### src/dss_pkg.sv
/*
 * dss_pkg: constants, types and the register map of the loop sticky
 * status bank.
 * Assumes one 125 MHz clock domain and a 32-bit Avalon-MM slave port
 * whose byte address is four times the register index.
 */
// Function
// - fast-lock phase bits 3..0 latch per loop
// - fast-lock freq bits 3..0 latch; 7..4 reserved
// - flag reads 0 when nothing unacknowledged
// - time error write bits 3..0 latch; 7..4 reserved
// - monitor layout 7,6,5,1,0; bits 4..2 reserved
// - phase slope limit flag latches
// - phase memory limit flag latches
// - range limit flag latches
// - holdover and lock loss flags latch
package dss_pkg;

   // ==========================================================
   // bus geometry
   localparam int DSS_ADDR_W = 12;
   localparam int DSS_DATA_W = 32;
   localparam int DSS_REG_W = 8;
   localparam int DSS_NUM_FLAG = 5;

   // ==========================================================
   // register indices (byte address = index * 4)
   localparam logic [9:0] DSS_IDX_LOOP2_MON = 10'h198;
   localparam logic [9:0] DSS_IDX_LOOP3_MON = 10'h199;
   localparam logic [9:0] DSS_IDX_FL_PHASE = 10'h1A6;
   localparam logic [9:0] DSS_IDX_FL_FREQ = 10'h1A8;
   localparam logic [9:0] DSS_IDX_TIE_WR = 10'h1AA;
   localparam logic [9:0] DSS_IDX_IRQ_STATUS = 10'h1B8;
   localparam logic [9:0] DSS_IDX_IRQ_CLEAR = 10'h1B9;
   localparam logic [9:0] DSS_IDX_IRQ_ENABLE = 10'h1BA;

   // flag registers in bank order, element 0 is loop2 monitor
   localparam logic [DSS_NUM_FLAG-1:0][9:0] DSS_FLAG_IDX = {
      DSS_IDX_TIE_WR, DSS_IDX_FL_FREQ, DSS_IDX_FL_PHASE,
      DSS_IDX_LOOP3_MON, DSS_IDX_LOOP2_MON};

   // ==========================================================
   // implemented-bit masks and reset values
   localparam logic [7:0] DSS_MON_MASK = 8'hE3;
   localparam logic [7:0] DSS_LOOP_MASK = 8'h0F;
   localparam logic [DSS_NUM_FLAG-1:0][7:0] DSS_FLAG_MASK = {
      DSS_LOOP_MASK, DSS_LOOP_MASK, DSS_LOOP_MASK,
      DSS_MON_MASK, DSS_MON_MASK};
   localparam logic [7:0] DSS_FLAG_RESET = 8'h00;
   localparam logic [4:0] DSS_IRQ_RESET = 5'h00;
   localparam logic [31:0] DSS_READ_UNMAPPED = 32'h0000_0000;

   // ==========================================================
   // monitor field positions
   localparam int DSS_BIT_PSL = 7;
   localparam int DSS_BIT_PML = 6;
   localparam int DSS_BIT_RANGE = 5;
   localparam int DSS_BIT_HOLDOVER = 1;
   localparam int DSS_BIT_LOCK_LOSS = 0;

   // ==========================================================
   // types
   // one loop's monitor events, packed in register bit order
   typedef struct packed {
      logic psl_hit;
      logic pml_hit;
      logic range_hit;
      logic [2:0] unused;
      logic holdover_entry_flag;
      logic lock_loss;
   } dss_mon_ev_t;

   // per-loop events, bit n belongs to loop n
   typedef struct packed {
      logic [3:0] fast_lock_phase;
      logic [3:0] fast_lock_freq;
      logic [3:0] time_error_write;
   } dss_loop_ev_t;

endpackage : dss_pkg

### src/dss_sticky_reg.sv
/*
 * dss_sticky_reg: a row of sticky bits that set on an event and clear
 * on a write of one.
 * Assumes set and clear come from logic on the same clock.
 */
`timescale 1ns/1ns
module dss_sticky_reg
   import dss_pkg::*;
#(
   parameter int WIDTH = 8,
   parameter logic [WIDTH-1:0] MASK = '1,
   parameter logic [WIDTH-1:0] RESET_VAL = '0
) (
   input wire logic ref_clk,
   input wire logic rst,
   input wire logic [WIDTH-1:0] set,
   input wire logic [WIDTH-1:0] clr,
   output logic [WIDTH-1:0] q
);

   // ==========================================================
   // storage
   // set beats clear so an event in the acknowledge cycle is kept
   always_ff @(posedge ref_clk) begin
      if (rst) begin
         q <= RESET_VAL;
      end else begin
         q <= ((q & ~clr) | set) & MASK;
      end
   end

endmodule : dss_sticky_reg

### src/dss_sticky_bank.sv
/*
 * dss_sticky_bank: sticky status bank for four loops, with interrupt
 * status, clear and enable registers, on an Avalon-MM slave.
 * Assumes event inputs come from monitor logic on ref_clk; an event
 * held high for several cycles simply keeps its bit set.
 */
`timescale 1ns/1ns
module dss_sticky_bank
   import dss_pkg::*;
(
   input wire logic ref_clk,
   input wire logic rst,
   input wire logic [DSS_ADDR_W-1:0] address,
   input wire logic read,
   input wire logic write,
   input wire logic [DSS_DATA_W-1:0] writedata,
   input wire logic [3:0] byteenable,
   output logic [DSS_DATA_W-1:0] readdata,
   output logic waitrequest,
   input wire dss_mon_ev_t loop2_mon_ev,
   input wire dss_mon_ev_t loop3_mon_ev,
   input wire dss_loop_ev_t loop_ev,
   output logic irq
);

   // ==========================================================
   // bus handshake
   logic [9:0] word_idx;
   logic aligned;
   logic req;
   logic accept;
   logic wr_ok;

   // every access takes exactly one wait cycle
   always_ff @(posedge ref_clk) begin
      if (rst) begin
         waitrequest <= 1'b1;
      end else if (req && waitrequest) begin
         waitrequest <= 1'b0;
      end else begin
         waitrequest <= 1'b1;
      end
   end

   // decode of the shared address fields
   assign word_idx = address[11:2];
   assign aligned = (address[1:0] == 2'h0);
   assign req = read || write;
   assign accept = req && !waitrequest;
   // only byte lane 0 carries register data
   assign wr_ok = write && accept && aligned && byteenable[0];

   // ==========================================================
   // event vectors in register layout
   logic [DSS_NUM_FLAG-1:0][7:0] set_vec;
   logic [DSS_NUM_FLAG-1:0][7:0] clr_vec;
   logic [DSS_NUM_FLAG-1:0][7:0] flags;
   logic [DSS_NUM_FLAG-1:0] flag_hit;
   logic [DSS_NUM_FLAG-1:0] group_ev;

   // monitor fields land on bits 7,6,5,1,0; the rest are masked
   assign set_vec[0] = loop2_mon_ev;
   assign set_vec[1] = loop3_mon_ev;
   assign set_vec[2] = {4'h0, loop_ev.fast_lock_phase};
   assign set_vec[3] = {4'h0, loop_ev.fast_lock_freq};
   assign set_vec[4] = {4'h0, loop_ev.time_error_write};

   // ==========================================================
   // flag registers
   genvar r;
   generate
      for (r = 0; r < DSS_NUM_FLAG; r = r + 1) begin : g_flag
         // write of one acknowledges only the bits written
         assign flag_hit[r] = aligned && (word_idx == DSS_FLAG_IDX[r]);
         assign clr_vec[r] = (wr_ok && flag_hit[r]) ?
            writedata[7:0] : 8'h00;
         assign group_ev[r] = |(set_vec[r] & DSS_FLAG_MASK[r]);

         dss_sticky_reg #(
            .WIDTH(8),
            .MASK(DSS_FLAG_MASK[r]),
            .RESET_VAL(DSS_FLAG_RESET)
         ) u_flag (
            .ref_clk(ref_clk),
            .rst(rst),
            .set(set_vec[r]),
            .clr(clr_vec[r]),
            .q(flags[r])
         );
      end
   endgenerate

   // ==========================================================
   // interrupt status, clear and enable
   logic [4:0] irq_status;
   logic [4:0] irq_enable;
   logic [4:0] irq_clr;
   logic hit_irq_status;
   logic hit_irq_clear;
   logic hit_irq_enable;

   assign hit_irq_status = aligned && (word_idx == DSS_IDX_IRQ_STATUS);
   assign hit_irq_clear = aligned && (word_idx == DSS_IDX_IRQ_CLEAR);
   assign hit_irq_enable = aligned && (word_idx == DSS_IDX_IRQ_ENABLE);
   assign irq_clr = (wr_ok && hit_irq_clear) ? writedata[4:0] : 5'h00;

   // one status bit per flag register, set by any new event in it
   dss_sticky_reg #(
      .WIDTH(5),
      .MASK(5'h1F),
      .RESET_VAL(DSS_IRQ_RESET)
   ) u_irq_status (
      .ref_clk(ref_clk),
      .rst(rst),
      .set(group_ev),
      .clr(irq_clr),
      .q(irq_status)
   );

   // enable register steers the interrupt output
   always_ff @(posedge ref_clk) begin
      if (rst) begin
         irq_enable <= DSS_IRQ_RESET;
      end else if (wr_ok && hit_irq_enable) begin
         irq_enable <= writedata[4:0];
      end
   end

   // output lags status by one cycle to keep it a clean flop
   always_ff @(posedge ref_clk) begin
      if (rst) begin
         irq <= 1'b0;
      end else begin
         irq <= |(irq_status & irq_enable);
      end
   end

   // ==========================================================
   // read path
   logic [DSS_DATA_W-1:0] next_readdata;
   logic [7:0] flag_rd;

   // reserved bits are already zero inside the sticky rows
   always_comb begin
      flag_rd = 8'h00;
      for (int i = 0; i < DSS_NUM_FLAG; i++) begin
         if (flag_hit[i]) begin
            flag_rd = flags[i];
         end
      end
   end

   // unmapped and write-only addresses read as zero
   always_comb begin
      if (|flag_hit) begin
         next_readdata = {24'h000000, flag_rd};
      end else if (hit_irq_status) begin
         next_readdata = {27'h0000000, irq_status};
      end else if (hit_irq_enable) begin
         next_readdata = {27'h0000000, irq_enable};
      end else begin
         next_readdata = DSS_READ_UNMAPPED;
      end
   end

   // data is captured in the wait cycle and stands at the accept edge
   always_ff @(posedge ref_clk) begin
      if (rst) begin
         readdata <= DSS_READ_UNMAPPED;
      end else if (read && waitrequest) begin
         readdata <= next_readdata;
      end
   end

endmodule : dss_sticky_bank

### config.mk
export PLATFORM = sky130hd
export DESIGN_NAME = dss_sticky_bank
export DESIGN_NICKNAME = d
export VERILOG_FILES = /design/src/dss_pkg.sv /design/src/dss_sticky_reg.sv /design/src/dss_sticky_bank.sv
export SDC_FILE = /design/constraint.sdc
export NUM_CORES = 1
export LEC_CHECK = 0
export ABC_AREA = 1
export BUFFER_PORTS_ARGS = -buffer_cell sky130_fd_sc_hd__buf_4
export CAP_MARGIN = 10
export CORE_UTILIZATION = 49
export DETAILED_ROUTE_END_ITERATION = 10
export GPL_ROUTABILITY_DRIVEN = 0
export PLACE_DENSITY = 0.85
export SLEW_MARGIN = 20
export SYNTH_ARGS = -nofsm -noshare
export SYNTH_HDL_FRONTEND = slang
export SYNTH_SLANG_ARGS = --single-unit
### constraint.sdc
create_clock -name ref_clk -period 3.96 [get_ports ref_clk]
set_input_delay 0.792 -clock ref_clk [delete_from_list [all_inputs] [get_ports ref_clk]]
set_output_delay 0.792 -clock ref_clk [all_outputs]
set_load 0.005 [all_outputs]
==> flow_metrics.py <==
metrics = {
    "run_status": {
        "outcome": "finished clean",
    },
    "power_and_ir_drop": {
        "vdd_drop_max_mv": 0.195,
        "power.switching_mw": 0.217,
        "p_total_mw": 0.849,
        "p_int_mw": 0.632,
        "swShare": 0.255,
        "power_leakage_nw": 1.28,
        "combPwrFrac": 0.129,
        "powerDensity_nw_per_um2": 314,
        "clkPwrFrac": 0.336,
        "seqPwrFrac": 0.535,
    },
    "synthesis": {
        "yosys_register_bits": 42,
        "synth_area_um2": 2250,
        "avgSynthCellArea_um2": 7.09,
        "synthCells": 318,
        "yosysWarningCount": 0,
        "yosysTopAreaCell": "dfxtp_1",
        "synth_top_area_share": 0.373,
        "synth_cell_types": 27,
        "synthTopCellsByArea": "dfxtp_1 (37%), inv_1 (8.7%), buf_4 (8.0%)",
        "seq_area_frac_synth": 0.373,
    },
    "cts": {
        "clockBufferDepth": 2,
        "root_buffer": "clkbuf_8",
        "numCtsBuffers": 5,
        "cts_tree": "built",
        "post_cts.resized_instances": 0,
        "clock_sinks": 42,
        "h-tree-depth": 2,
        "post_cts_buffers": 0,
        "clkLatencyLatePin_ps": 300,
        "hold_buffers": 0,
        "path_clk_slew_ps": 80,
    },
    "floorplanning": {
        "io_pins": 114,
        "fp-row-count": 24,
        "die_h_um": 69.8,
        "die-area_um2": 4880,
        "start_util": 0.514,
        "core_area_um2": 4380,
        "die_x_um": 69.8,
    },
    "global_routing": {
        "grtUsageTotal": 0.236,
        "grt.overflow.total": 0,
        "first_global_vias": 1995,
        "grt_max_degree": 42,
        "grt_pass1_wl_um": 9060,
        "antenna_found_initial": 0,
    },
    "min_path": {
        "worstHoldStart": "waitrequest$_SDFF_PP1_",
        "hold_path_class": "flop to flop",
    },
    "placed_design": {
        "portBuffers": 56,
        "place_area_um2": 2610,
        "post-place-ws_ps": 1670,
        "place_inst": 417,
        "hpwl_um": 4200,
    },
    "setup_path": {
        "crit_chain": "buf_4 -> nor2_4 -> nand3_1 -> inv_2 -> nand4_1 -> o21ai_0 -> a21oi_1",
        "path_class": "input port to flop",
        "cp_slowest_stage_delay_ps": 320,
        "crit_required_ps": 4130,
        "worstSetupEndpointType": "flop",
        "crit_end": "g_flag[4].u_flag.q[1]$_SDFF_PP0_",
        "crit_arrival_ps": 2190,
        "crit_start": "address[1]",
        "r2r_slack_ps": 2480,
        "cp_slowest_cell": "nor2_4",
        "start_kind": "input port",
        "r2r_end": "g_flag[4].u_flag.q[1]$_SDFF_PP0_",
        "critical_path.top_delay_family": "simple AND/OR/NAND/NOR gates",
        "crit_fanout": 16,
        "rr_startpoint": "waitrequest$_SDFF_PP1_",
        "reg2reg_depth": 6,
        "path_depth": 7,
        "critPathBufInv": 2,
    },
    "layout": {
        "nets": 452,
        "post-route-util": 0.617,
        "syn_to_final_growth_pct": 20.0,
        "drive_gt1_frac": 0.212,
        "n_antenna_cell": 0,
        "instances_no_fill": 425,
        "final_area_um2": 2710,
    },
    "drt": {
        "wl_um": 5460,
        "drtIter0Drc": 257,
        "antenna_left": 0,
        "via_per_inst": 5.24,
        "dr.pass1.iters": 5,
        "wl_per_cell_um": 12.8,
        "drc": 0,
        "vias": 2227,
    },
    "timing": {
        "slew_viol_final": 0,
        "finalCriticalPeriod_ps": 2010,
        "finalSetupTns_ps": 0,
        "setup_violations": 0,
        "fin_ws_ps": 1950,
        "clock_skew_ps": 1.62,
        "min_period_over_period": 0.509,
        "fmax_mhz": 497,
        "finalHoldViolCount": 0,
        "whs_ps": 462,
        "rsz0062_at_grt": "no",
    },
    "flow_run": {
        "maxCapViolCount": 0,
    },
}
cells in the final DEF (no fill, tap or decap), types with 5 or more instances in the layout:
cell,instances
dfxtp_1,42
a21oi_1,35
clkbuf_8,6
inv_1,52
conb_1,24
buf_4,56
nor2_4,6
nand2_1,34
nor2_1,25
a211oi_1,5
nand4_1,19
nand3_1,5
nor4_1,5
o21ai_0,34
layout make-up:
class	instances	area (um^2)
fillers	431	1680
multi-input cells	212	1080
well taps	52	65.1
clock buffers	7	86.3
repair buffers	56	420
inverters	55	206
flip-flops and latches	42	841
clock inverters	1	5.00
metal layers:
layer,up-vias,global-route usage,part of all wire
met4,0,0.113,0.032
met1,973,0.322,0.43
li1,1114,-,-
met2,122,0.350,0.46
met3,18,0.0523,0.081
met5,-,0,0
worst register-to-register path: stages (launching register included):
cell and delay, ps:
dfxtp_1 340, nor2_1 130, nand3_1 190, inv_2 180
nand4_1 210, o21ai_0 230, a21oi_1 80
cell usage after synthesis (all sizes together):
cell / instances
nand3: 6
a31oi: 2
a211oi: 5
clkbuf: 6
conb: 1
o211ai: 3
nand4: 19
inv: 55
dfxtp: 42
nor3: 1
nor4: 5
a21oi: 35
nand2: 38
a22o: 3
and2b: 1
buf: 26
a21boi: 1
nor2: 33
a221oi: 1
o21ai: 34
o22ai: 1
worst min path at each step:
stage | endpoint | slack, ps | cells after the start
6_report | waitrequest$_SDFF_PP1_ | 460 | 1
4_1_cts | waitrequest$_SDFF_PP1_ | 460 | 1
2_1_floorplan | waitrequest$_SDFF_PP1_ | 440 | 1
3_3_place_gp | waitrequest$_SDFF_PP1_ | 430 | 1
5_1_grt | waitrequest$_SDFF_PP1_ | 500 | 1
3_5_place_dp | waitrequest$_SDFF_PP1_ | 450 | 1
sequential cells by signal, summed over array words and instances, names as in the netlist:
signal	flops
readdata	8
u_irq_status.q	5
irq	1
waitrequest	1
irq_enable	5
g_flag.u_flag.q	22
power groups by stage:
stage / combinational [mW] / clock (mW) / sequential (mW)
after floorplan: 0.0728 / 0 / 0.460
after global placement: 0.105 / 0 / 0.463
after detailed placement: 0.109 / 0 / 0.464
after CTS: 0.109 / 0.287 / 0.454
after global routing: 0.123 / 0.305 / 0.457
final: 0.109 / 0.285 / 0.454
logic make-up (layout without fill, tap and decap cells):
kind of cell | Yosys count | after routing | synth area share
flip-flops | 42 | 42 | 0.373
other | 1 | 24 | 0.00166
AO/OA/AOI/OAI | 85 | 85 | 0.207
AND/OR/NAND/NOR | 103 | 103 | 0.233
buffers and inverters | 87 | 119 | 0.186
Note: power is estimated with default switching activity, not from simulation.
